`src/rtl/sscs_pkg.sv`:
```
/*
  Package for the six-step commutation sequencer: register offsets, field
  positions, reset values and enumerations. It assumes 8-bit register data
  and a 5-bit register address on a plain strobe port.
*/
`default_nettype none
package sscs_pkg;
  typedef enum logic [1:0] {st_idle, st_wait_c, st_wait_d, st_wait_z} sscs_state_type;
  typedef enum logic [1:0] {mux_high, mux_low, mux_both, mux_alt} sscs_mux_type;

  // page 0 (offset of control_a answers on both pages)
  localparam logic [4:0] OFS_TIMER  = 5'h00;
  localparam logic [4:0] OFS_ZPREV  = 5'h01;
  localparam logic [4:0] OFS_ZCUR   = 5'h02;
  localparam logic [4:0] OFS_CCOMP  = 5'h03;
  localparam logic [4:0] OFS_DCOMP  = 5'h04;
  localparam logic [4:0] OFS_WEIGHT = 5'h05;
  localparam logic [4:0] OFS_PRESC  = 5'h06;
  localparam logic [4:0] OFS_STATUS = 5'h07;
  localparam logic [4:0] OFS_CRA    = 5'h08;
  localparam logic [4:0] OFS_CRB    = 5'h09;
  localparam logic [4:0] OFS_PHASE  = 5'h0a;
  localparam logic [4:0] OFS_ZCOMP  = 5'h0b;
  localparam logic [4:0] OFS_PCR    = 5'h0c;
  localparam logic [4:0] OFS_REP    = 5'h0d;
  localparam logic [4:0] OFS_DUTYH  = 5'h0e;
  localparam logic [4:0] OFS_DUTYL  = 5'h0f;
  localparam logic [4:0] OFS_PERH   = 5'h10;
  localparam logic [4:0] OFS_PERL   = 5'h11;
  // page 1
  localparam logic [4:0] OFS_DTG    = 5'h00;
  localparam logic [4:0] OFS_POL    = 5'h01;
  localparam logic [4:0] OFS_PWME   = 5'h02;
  localparam logic [4:0] OFS_CONF   = 5'h03;
  localparam logic [4:0] OFS_ZFILT  = 5'h04;

  localparam int CRA_RUN = 0;
  localparam int CRA_SIMZ = 1;
  localparam int CRA_FORCEC = 2;
  localparam int CRA_PAGE = 7;
  localparam int CRB_EDGE = 0;
  localparam int CRB_INV = 1;
  localparam int CRB_HDM = 2;
  localparam int CRB_SDM = 3;
  localparam int PCR_CENTER = 0;
  localparam int PCR_RUN = 1;
  localparam int PCR_RELEASE = 2;
  localparam int CONF_CHOP_EN = 4;
  localparam int ST_FLAG_LSB = 2;

  localparam logic [7:0] CRA_WMASK   = 8'h83;
  localparam logic [7:0] WEIGHT_RST  = 8'h80;
  localparam logic [7:0] PERH_RST    = 8'h0f;
  localparam logic [7:0] PERL_RST    = 8'hff;
  localparam logic [7:0] REG_RST     = 8'h00;
  localparam logic [3:0] PRESC_MAX   = 4'hf;
  localparam logic [7:0] CAL_LOW     = 8'h40;

  localparam logic [1:0] SEL_A = 2'b00;
  localparam logic [1:0] SEL_B = 2'b01;
  localparam logic [1:0] SEL_C = 2'b10;
  localparam logic [1:0] FORCE_LOW  = 2'b01;
  localparam logic [1:0] FORCE_HIGH = 2'b10;
endpackage : sscs_pkg
`default_nettype wire

```
`src/rtl/sscs_pwm_gen.sv`:
```
/*
  12-bit PWM generator with edge or center-aligned counting, shadowed duty
  and period, and a repetition down-counter that paces the update pulse.
  Assumes preload values come from registers on the same clock.
*/
`default_nettype none
module sscs_pwm_gen
  import sscs_pkg::*;
(
  input  wire logic        clk,
  input  wire logic        rstn,
  input  wire logic        run,
  input  wire logic        center,
  input  wire logic [11:0] duty_pre,
  input  wire logic [11:0] period_pre,
  input  wire logic [7:0]  rep_pre,
  output var  logic        pwm,
  output var  logic        update
);
  logic [11:0] cnt;
  logic [11:0] duty;
  logic [11:0] period;
  logic [7:0]  repcnt;
  logic        up;
  logic        reload;
  logic        top;

  assign top = cnt == period;
  assign reload = center ? (!up && cnt == 12'h000) : top;

  always_ff @(posedge clk) begin
    if (!rstn || !run) begin
      cnt <= 12'h000;
      up <= 1'b1;
    end else if (!center) begin
      cnt <= top ? 12'h000 : cnt + 12'h001;
      up <= 1'b1;
    end else if (up) begin
      up <= !top;
      cnt <= top ? cnt - 12'h001 : cnt + 12'h001;
    end else begin
      up <= cnt == 12'h000;
      cnt <= cnt == 12'h000 ? 12'h001 : cnt - 12'h001;
    end
  end

  // shadows move only at the update point or while stopped, so a duty change never glitches a period
  always_ff @(posedge clk) begin
    if (!rstn || !run) begin
      duty <= duty_pre;
      period <= period_pre;
      repcnt <= rep_pre;
      update <= 1'b0;
    end else begin
      update <= reload && repcnt == 8'h00;
      if (reload && repcnt == 8'h00) begin
        duty <= duty_pre;
        period <= period_pre;
        repcnt <= rep_pre;
      end else if (reload) begin
        repcnt <= repcnt - 8'h01;
      end
    end
  end

  // duty 0 never turns on; duty above period stays on for 100%
  always_ff @(posedge clk) begin
    if (!rstn || !run) begin
      pwm <= 1'b0;
    end else begin
      pwm <= cnt < duty;
    end
  end
endmodule : sscs_pwm_gen
`default_nettype wire

```
`src/rtl/sscs_top.sv`:
```
/*
  Six-step commutation sequencer: zero-crossing, commutation and
  demagnetization sequencing, 8-bit delay timer with self-calibrating
  prescaler, sense-input multiplexer and six-channel output manager.
  Assumes one 25 MHz clock, digital comparator outputs on the sense pins,
  and an inverter stage that decodes out/oe into the switch gate drives.
*/
`default_nettype none
module sscs_top
  import sscs_pkg::*;
(
  input  wire logic       clk,
  input  wire logic       rstn,
  input  wire logic [4:0] addr,
  input  wire logic [7:0] wdata,
  input  wire logic       wr,
  input  wire logic       rd,
  output var  logic [7:0] rdata,
  input  wire logic       phase_sense_a,
  input  wire logic       phase_sense_b,
  input  wire logic       phase_sense_c,
  input  wire logic       emergency_stop_n,
  input  wire logic [1:0] option_force_state,
  output logic      [5:0] switch_out,
  output logic      [5:0] switch_oe,
  output logic            pwm_update_irq
);
  function automatic logic hit(input logic [4:0] a, input logic [4:0] o);
    return a == o;
  endfunction : hit

  logic [2:0]     sense_s1;
  logic [2:0]     sense_s2;
  logic [1:0]     opt_s1;
  logic [1:0]     opt_s2;
  logic [7:0]     cra;
  logic [7:0]     crb;
  logic [7:0]     phase_pre;
  logic [7:0]     dcomp;
  logic [7:0]     zcomp;
  logic [7:0]     weight;
  logic [7:0]     pcr;
  logic [7:0]     rep;
  logic [7:0]     dutyh;
  logic [7:0]     dutyl;
  logic [7:0]     perh;
  logic [7:0]     perl;
  logic [7:0]     dtg;
  logic [7:0]     pol;
  logic [7:0]     pwme;
  logic [7:0]     conf;
  logic [7:0]     zfilt;
  logic [7:0]     rd_val;
  logic [5:0]     sw_en;
  logic [1:0]     sense_sel;
  logic           alt;
  logic [3:0]     flags;
  logic [3:0]     next_flags;
  sscs_state_type state;
  sscs_state_type next_state;
  logic [15:0]    pcnt;
  logic [3:0]     presc;
  logic [7:0]     tmr;
  logic [7:0]     zprev;
  logic [7:0]     zcur;
  logic [7:0]     ccomp;
  logic [2:0]     zcnt;
  logic [3:0]     chcnt;
  logic           chop;
  logic [5:0]     val;
  logic           pwm;
  logic           pwm_upd;

  wire page = cra[CRA_PAGE];
  wire run = cra[CRA_RUN];
  wire simz = cra[CRA_SIMZ];

  always_ff @(posedge clk) begin
    if (!rstn) begin
      sense_s1 <= 3'b000;
      sense_s2 <= 3'b000;
      opt_s1 <= 2'b00;
      opt_s2 <= 2'b00;
    end else begin
      sense_s1 <= {phase_sense_c, phase_sense_b, phase_sense_a};
      sense_s2 <= sense_s1;
      opt_s1 <= option_force_state;
      opt_s2 <= opt_s1;
    end
  end

  // control_a sits at the same offset on both pages so the page bit is never lost
  always_ff @(posedge clk) begin
    if (!rstn) begin
      cra <= REG_RST;
      crb <= REG_RST;
      phase_pre <= REG_RST;
      dcomp <= REG_RST;
      zcomp <= REG_RST;
      weight <= WEIGHT_RST;
      pcr <= REG_RST;
      rep <= REG_RST;
      dutyh <= REG_RST;
      dutyl <= REG_RST;
      perh <= PERH_RST;
      perl <= PERL_RST;
      dtg <= REG_RST;
      pol <= REG_RST;
      pwme <= REG_RST;
      conf <= REG_RST;
      zfilt <= REG_RST;
    end else if (wr) begin
      if (hit(addr, OFS_CRA)) cra <= wdata & CRA_WMASK;
      else if (!page) begin
        if (hit(addr, OFS_CRB)) crb <= wdata;
        else if (hit(addr, OFS_PHASE)) phase_pre <= wdata;
        else if (hit(addr, OFS_DCOMP)) dcomp <= wdata;
        else if (hit(addr, OFS_ZCOMP)) zcomp <= wdata;
        else if (hit(addr, OFS_WEIGHT)) weight <= wdata;
        else if (hit(addr, OFS_PCR)) pcr <= wdata;
        else if (hit(addr, OFS_REP)) rep <= wdata;
        else if (hit(addr, OFS_DUTYH)) dutyh <= wdata;
        else if (hit(addr, OFS_DUTYL)) dutyl <= wdata;
        else if (hit(addr, OFS_PERH)) perh <= wdata;
        else if (hit(addr, OFS_PERL)) perl <= wdata;
      end else begin
        if (hit(addr, OFS_DTG)) dtg <= wdata;
        else if (hit(addr, OFS_POL)) pol <= wdata;
        else if (hit(addr, OFS_PWME)) pwme <= wdata;
        else if (hit(addr, OFS_CONF)) conf <= wdata;
        else if (hit(addr, OFS_ZFILT)) zfilt <= wdata;
      end
    end
  end

  always_comb begin
    rd_val = 8'h00;
    if (hit(addr, OFS_CRA)) rd_val = cra;
    else if (!page) begin
      if (hit(addr, OFS_TIMER)) rd_val = tmr;
      else if (hit(addr, OFS_ZPREV)) rd_val = zprev;
      else if (hit(addr, OFS_ZCUR)) rd_val = zcur;
      else if (hit(addr, OFS_CCOMP)) rd_val = ccomp;
      else if (hit(addr, OFS_DCOMP)) rd_val = dcomp;
      else if (hit(addr, OFS_WEIGHT)) rd_val = weight;
      else if (hit(addr, OFS_PRESC)) rd_val = {4'h0, presc};
      else if (hit(addr, OFS_STATUS)) rd_val = {2'b00, flags, state};
      else if (hit(addr, OFS_CRB)) rd_val = crb;
      else if (hit(addr, OFS_PHASE)) rd_val = {sense_sel, sw_en};
      else if (hit(addr, OFS_ZCOMP)) rd_val = zcomp;
      else if (hit(addr, OFS_PCR)) rd_val = pcr;
      else if (hit(addr, OFS_REP)) rd_val = rep;
      else if (hit(addr, OFS_DUTYH)) rd_val = {4'h0, dutyh[3:0]};
      else if (hit(addr, OFS_DUTYL)) rd_val = dutyl;
      else if (hit(addr, OFS_PERH)) rd_val = {4'h0, perh[3:0]};
      else if (hit(addr, OFS_PERL)) rd_val = perl;
    end else begin
      if (hit(addr, OFS_DTG)) rd_val = dtg;
      else if (hit(addr, OFS_POL)) rd_val = {2'b00, pol[5:0]};
      else if (hit(addr, OFS_PWME)) rd_val = {6'h00, pwme[1:0]};
      else if (hit(addr, OFS_CONF)) rd_val = {3'b000, conf[4:0]};
      else if (hit(addr, OFS_ZFILT)) rd_val = {5'h00, zfilt[2:0]};
    end
  end

  always_ff @(posedge clk) begin
    if (!rstn) rdata <= 8'h00;
    else rdata <= rd ? rd_val : 8'h00;
  end

  // delay timer: prescaler 2^presc, counter restarted at every Z and C
  wire [15:0] pmask = 16'hffff >> (5'h10 - {1'b0, presc});
  wire        tick = &(pcnt | ~pmask);
  wire [15:0] prod = tmr * weight;
  wire        sense_bit = sense_sel == SEL_A ? sense_s2[0] :
                          sense_sel == SEL_B ? sense_s2[1] :
                          sense_sel == SEL_C ? sense_s2[2] : 1'b0;
  wire        win = !pwm;
  wire        target = crb[CRB_EDGE] ^ crb[CRB_INV];
  wire        z_match = win && sense_bit == target;
  wire        force_c = wr && hit(addr, OFS_CRA) && wdata[CRA_FORCEC] && run
                        && state != st_idle;
  wire        c_evt = (state == st_wait_c && tick && tmr == ccomp) || force_c;
  wire        d_hw = state == st_wait_d && crb[CRB_HDM] && sense_bit != crb[CRB_SDM];
  wire        d_sim = state == st_wait_d && !crb[CRB_HDM] && tick && tmr == dcomp;
  wire        d_evt = d_hw || d_sim;
  wire        z_hw = state == st_wait_z && !simz && z_match && zcnt == zfilt[2:0];
  wire        z_sim = state == st_wait_z && simz && tick && tmr == zcomp;
  wire        z_evt = z_hw || z_sim;
  wire        restart = c_evt || z_evt;
  wire        ovf = tick && tmr == 8'hff && state == st_wait_z;

  always_ff @(posedge clk) begin
    if (!rstn || restart) pcnt <= 16'h0000;
    else pcnt <= pcnt + 16'h0001;
  end

  always_ff @(posedge clk) begin
    if (!rstn || restart) tmr <= 8'h00;
    else if (tick && tmr != 8'hff) tmr <= tmr + 8'h01;
  end

  // slow rotor overflows the timer: coarser step; fast rotor: finer step
  always_ff @(posedge clk) begin
    if (!rstn) presc <= 4'h0;
    else if (ovf && presc != PRESC_MAX) presc <= presc + 4'h1;
    else if (z_evt && tmr < CAL_LOW && presc != 4'h0) presc <= presc - 4'h1;
  end

  always_ff @(posedge clk) begin
    if (!rstn) begin
      zprev <= 8'h00;
      zcur <= 8'h00;
      ccomp <= 8'h00;
    end else if (z_evt) begin
      zprev <= zcur;
      zcur <= tmr;
      ccomp <= prod[15:8];
    end
  end

  always_ff @(posedge clk) begin
    if (!rstn || state != st_wait_z) zcnt <= 3'b000;
    else if (win) zcnt <= !z_match ? 3'b000 : zcnt == zfilt[2:0] ? zcnt : zcnt + 3'b001;
  end

  always_comb begin
    next_state = state;
    if (!run) next_state = st_idle;
    else case (state)
      st_idle: next_state = st_wait_z;
      st_wait_z: next_state = force_c ? st_wait_d : z_evt ? st_wait_c : st_wait_z;
      st_wait_c: next_state = c_evt ? st_wait_d : st_wait_c;
      st_wait_d: next_state = d_evt && !force_c ? st_wait_z : st_wait_d;
      default: next_state = st_idle;
    endcase
  end

  always_ff @(posedge clk) begin
    if (!rstn) state <= st_idle;
    else state <= next_state;
  end

  always_ff @(posedge clk) begin
    if (!rstn) begin
      sw_en <= 6'h00;
      sense_sel <= SEL_A;
      alt <= 1'b0;
    end else if (c_evt) begin
      sw_en <= phase_pre[5:0];
      sense_sel <= phase_pre[7:6];
      alt <= !alt;
    end
  end

  // set wins over the write-one clear
  wire [3:0] flag_set = {pwm_upd, z_evt, d_evt, c_evt};
  wire [3:0] flag_clr = wr && !page && hit(addr, OFS_STATUS) ? wdata[5:2] : 4'h0;
  assign next_flags = (flags & ~flag_clr) | flag_set;
  assign pwm_update_irq = flags[3];

  always_ff @(posedge clk) begin
    if (!rstn) flags <= 4'h0;
    else flags <= next_flags;
  end

  sscs_pwm_gen u_pwm (
    .clk        (clk),
    .rstn       (rstn),
    .run        (pcr[PCR_RUN]),
    .center     (pcr[PCR_CENTER]),
    .duty_pre   ({dutyh[3:0], dutyl}),
    .period_pre ({perh[3:0], perl}),
    .rep_pre    (rep),
    .pwm        (pwm),
    .update     (pwm_upd)
  );

  always_ff @(posedge clk) begin
    if (!rstn) begin
      chcnt <= 4'h0;
      chop <= 1'b0;
    end else if (chcnt == conf[3:0]) begin
      chcnt <= 4'h0;
      chop <= !chop;
    end else begin
      chcnt <= chcnt + 4'h1;
    end
  end

  // even channels form the high group, odd ones the low group
  wire         chop_gate = !conf[CONF_CHOP_EN] || chop;
  logic [5:0]  raw;
  logic [5:0]  dt_ok;
  genvar n;
  for (n = 0; n < 6; n++) begin : g_ch
    localparam logic HIGH = (n % 2) == 0;
    logic [7:0] dtc;
    wire mode_hit = pwme[1:0] == mux_both || (pwme[1:0] == mux_high && HIGH) ||
                    (pwme[1:0] == mux_low && !HIGH) ||
                    (pwme[1:0] == mux_alt && (alt ? HIGH : !HIGH));
    assign raw[n] = sw_en[n] && (!mode_hit || pwm) && chop_gate;
    // turn-on is delayed so the pair partner is off first
    always_ff @(posedge clk) begin
      if (!rstn || !raw[n]) dtc <= 8'h00;
      else if (dtc < dtg) dtc <= dtc + 8'h01;
    end
    assign dt_ok[n] = raw[n] && dtc >= dtg;
  end

  always_ff @(posedge clk) begin
    if (!rstn) val <= 6'h00;
    else val <= dt_ok ^ pol[5:0];
  end

  // the pin term is not synchronised on purpose: the stop must act without a clock
  wire force_out = !emergency_stop_n || !pcr[PCR_RELEASE];
  wire force_hiz = opt_s2 != FORCE_LOW && opt_s2 != FORCE_HIGH;
  assign switch_out = force_out ? {6{opt_s2 == FORCE_HIGH}} : val;
  assign switch_oe = force_out && force_hiz ? 6'h00 : 6'h3f;
endmodule : sscs_top
`default_nettype wire

```
`config.mk`:
```
export PLATFORM = sky130hd
export DESIGN_NAME = sscs_top
export DESIGN_NICKNAME = d
export VERILOG_FILES = /design/src/rtl/sscs_pkg.sv /design/src/rtl/sscs_pwm_gen.sv /design/src/rtl/sscs_top.sv
export SDC_FILE = /design/constraint.sdc
export NUM_CORES = 1
export LEC_CHECK = 0
export ABC_AREA = 1
export BUFFER_PORTS_ARGS = -buffer_cell sky130_fd_sc_hd__buf_2
export CORE_MARGIN = 5
export CORE_UTILIZATION = 64
export CTS_CLUSTER_SIZE = 20
export DETAILED_ROUTE_END_ITERATION = 6
export PLACE_DENSITY = 0.83
export SYNTH_ARGS = -nofsm -noshare
export SYNTH_HDL_FRONTEND = slang
export SYNTH_SLANG_ARGS = --single-unit
```
`constraint.sdc`:
```
create_clock -name clk -period 4.8 [get_ports clk]
set_input_delay 0.72 -clock clk [delete_from_list [all_inputs] [get_ports clk]]
set_output_delay 0.72 -clock clk [all_outputs]
set_load 0.005 [all_outputs]
```
==> summary.md <==
| Metric | Value |
|---|---|
| Status | finished, final reports clean |
| DR WL/cell | 17.4 um |
| Mean Syn Cell Area | 7.55 um2 |
| Worst R2R Start | tmr[1]$_SDFFE_PP0P_ |
| Placement Setup Slack | 333 ps |
| Pins Over Slew Limit | 0 |
| Die area | 0.0307 mm2 |
| Dpl cells | 2,636 |
| Clock Pin Slew Worst Setup and Hold Paths | 60 ps |
| Initial Util | 64.9% |
| Gpl congestion | 0.976 |
| Yosys warns | 0 |
| CTS HTree Levels | 2 |
| Period utilisation layout | 94.3% |
| Iteration-0 DRC Markers | 1,441 |
| Reg2reg setup slack | 280 ps |
| Total clock buffers created by CTS | 34 |
| Setup TNS | 0 ps |
| Crit-path max FO | 13 |
| Worst Path Required | 5240 ps |
| Detailed-route via count | 15,800 |
| Grt total ovfl | 0 |
| # rows | 60 |
| Final instance area | 0.0190 mm2 |
| Largest net degree at the start of global routing | 95 |
| Slew @ Worst Pin | 1260 ps |
| Non-filler instance count after layout | 2,696 |
| Setup crit end kind | register |
| Worst VDD drop | 294 uV |
| Total track usage | 30.1% |
| Post-synth net total | 2,490 |
| Hold Path Sink | opt_s1[0]$_SDFF_PN0_ |
| Leak pwr | 8.51 nW |
| Placed cell area | 0.0179 mm2 |
| First-pass GRT wire length | 76,400 um |
| Top cells by count, synth | 402 x nand2_1, 348 x inv_1, 269 x dfxtp_1 |
| WHS | 394 ps |
| Synth unique cells | 68 |
| Final nets | 2,505 |
| Setup-failing EPs final | 0 |
| Worst flop-to-flop path endpoint | ccomp[7]$_SDFFE_PN0P_ |
| PortBufs | 43 |
| Main synth FF type | dfxtp_1 |
| Vias in the first global route | 15,500 |
| Root Buffer Master | clkbuf_16 |
| Post-Syn Area | 0.0175 mm2 |
| #FFs+latches synth | 301 |
| First-pass iteration count of the detailed router | 6 |
| Mapped Cells | 2,316 |
| Detail Placement HPWL | 34,300 um |
| Synth area leaders | dfxtp_1 31%, nand2_1 8.6%, ha_1 8.2% |
| HP Start | option_force_state[0] |
| Sequential area share after synthesis | 36.3% |
| Clock latency on the worst-skew pair | 510 ps |
| Post-route ant nets | 0 |
| Die height | 175 um |
| Setup WS post-layout | 276 ps |
| Area grow syn2layout | 8.59% |
| Worst reg2reg path depth | 19 |
| Final Hold Viols | 0 |
| Total clock sinks | 301 |
| DRC | 0 |
| FFs w/ async S/R, synth | 0% |
| CTS tree | built |
| Post-synth EDFFs | 32 |
| Worst Setup Path Type | reg -> reg |
| CP startpoint kind | register |
| Share of cells above drive strength 1 | 7.94% |
| Post-synth top area cell | dfxtp_1 |
| CP Data Arrival Time | 4960 ps |
| Final wirelength | 46,900 um |
| Clock Skew | 11.5 ps |
| Max-cap violations | 0 |
| Clock Tree Buf Depth | 3 |
| Via/cell ratio | 5.85 |
| Hold WC Path Type | in -> reg |
| Fmax | 0.221 GHz |
| Ant. Diodes | 0 |
| Chip width | 175 um |
| Pwr Density | 288 mW/mm2 |
| Period minus WS final | 4520 ps |
| Fillers | 2,144 |
| Hold depth | 3 |
| Rel. slew slack | 15.1% |
| RSZ-0062 raised after global routing | no |
| Core region area | 0.0270 mm2 |
| Post-CTS setup buffers | 0 |
| Initial antenna violation count | 2 |
| I/O pin count | 44 |
| Yosys top cell area share | 30.8% |
| Most common cell in the netlist | nand2_1 |
## critical path: stages, from the launching register on
cell and delay (ps):
dfxtp_1 670, nand2_1 150, fa_1 520, fa_1 560, inv_1 60, fa_1 500
fa_1 490, ha_1 340, a21oi_1 120, o21ai_0 90, inv_1 100, o21ai_2 80
nand2_1 60, nand2_1 80, nand2_1 100, nand2_1 80, a21o_1 170, nor2_1 90
nor2_1 60, a21oi_1 120
## state kept, by name (all words and copies together), names as in the netlist, 12 cells and up
signal / flops
u_pwm.cnt: 12
pcnt: 16
g_ch.dtc: 48
u_pwm.duty: 12
u_pwm.period: 12
## worst max path at each step
stage                              from               endpoint  slack (ps)  cells past startpoint
finish              tmr[1]$_SDFFE_PP0P_  ccomp[7]$_SDFFE_PN0P_         280                     19
global placement    tmr[1]$_SDFFE_PP0P_  ccomp[7]$_SDFFE_PN0P_         450                     19
global route        tmr[1]$_SDFFE_PP0P_  ccomp[7]$_SDFFE_PN0P_          20                     19
floorplan           tmr[7]$_SDFFE_PP0P_  ccomp[5]$_SDFFE_PN0P_         560                     18
detailed placement  tmr[1]$_SDFFE_PP0P_  ccomp[7]$_SDFFE_PN0P_         330                     19
CTS                 tmr[1]$_SDFFE_PP0P_  ccomp[7]$_SDFFE_PN0P_         300                     19
## where the power goes
group	switching, mW	internal [mW]
combinational	0.187	0.0789
sequential	0.0246	2.56
clock	1.03	1.59
total	1.25	4.23
## routing by layer
| metal | GRT usage [%] | vias up | wire length, um |
|---|---|---|---|
| met3 | 4.35 | 159 | 3760 |
| met2 | 51.1 | 678 | 21900 |
| met1 | 39.2 | 7303 | 19500 |
| met4 | 11.5 | 2 | 1830 |
| li1 | - | 7637 | - |
| met5 | 0 | - | 13 |
## through the flow
stage	utilization (%)	total power, mW
final	70.4	5.47
after global routing	70.4	5.63
after CTS	70.4	5.49
after detailed placement	66.3	2.90
after global placement	66.3	2.89
after floorplan	-	2.81
## placed cells by master (no fill, tap or decap), drive strengths merged, types with 50 or more instances in the layout
master / n
nand2: 414
inv: 366
dfxtp: 269
a21oi: 213
o21ai: 209
nor2: 204
ha: 115
nand3: 90
buf: 55
clkbuf: 52
nor3: 50
## cell type report
type / instances / area [um2] / area share (%)
Clock buffer: 52 / 1030 / 5.43
Clock inverter: 8 / 92.6 / 0.488
Inverter: 369 / 1390 / 7.32
Multi-Input combinational cell: 1570 / 9390 / 49.5
Sequential cell: 301 / 6350 / 33.4
Tap cell: 341 / 427 / 2.25
Timing Repair Buffer: 55 / 308 / 1.62
## cells by family (layout without fill, tap and decap cells)
logic type | Yosys count | after routing | share of synthesized area, %
AND/OR/NAND/NOR | 845 | 845 | 22.0
AO/OA/AOI/OAI | 503 | 503 | 15.8
buffers and inverters | 445 | 484 | 10.0
flip-flops | 301 | 301 | 36.3
adder cells (fa/ha/maj) | 151 | 151 | 12.4
XOR/XNOR | 71 | 71 | 3.56
## timing repair
item | 4_1_cts | 5_1_grt
hold buffers | 0 | 0
resized for setup | 0 | 1
endpoints found under the setup margin | 0 | 1
Note: power is estimated with default switching activity, not from simulation.
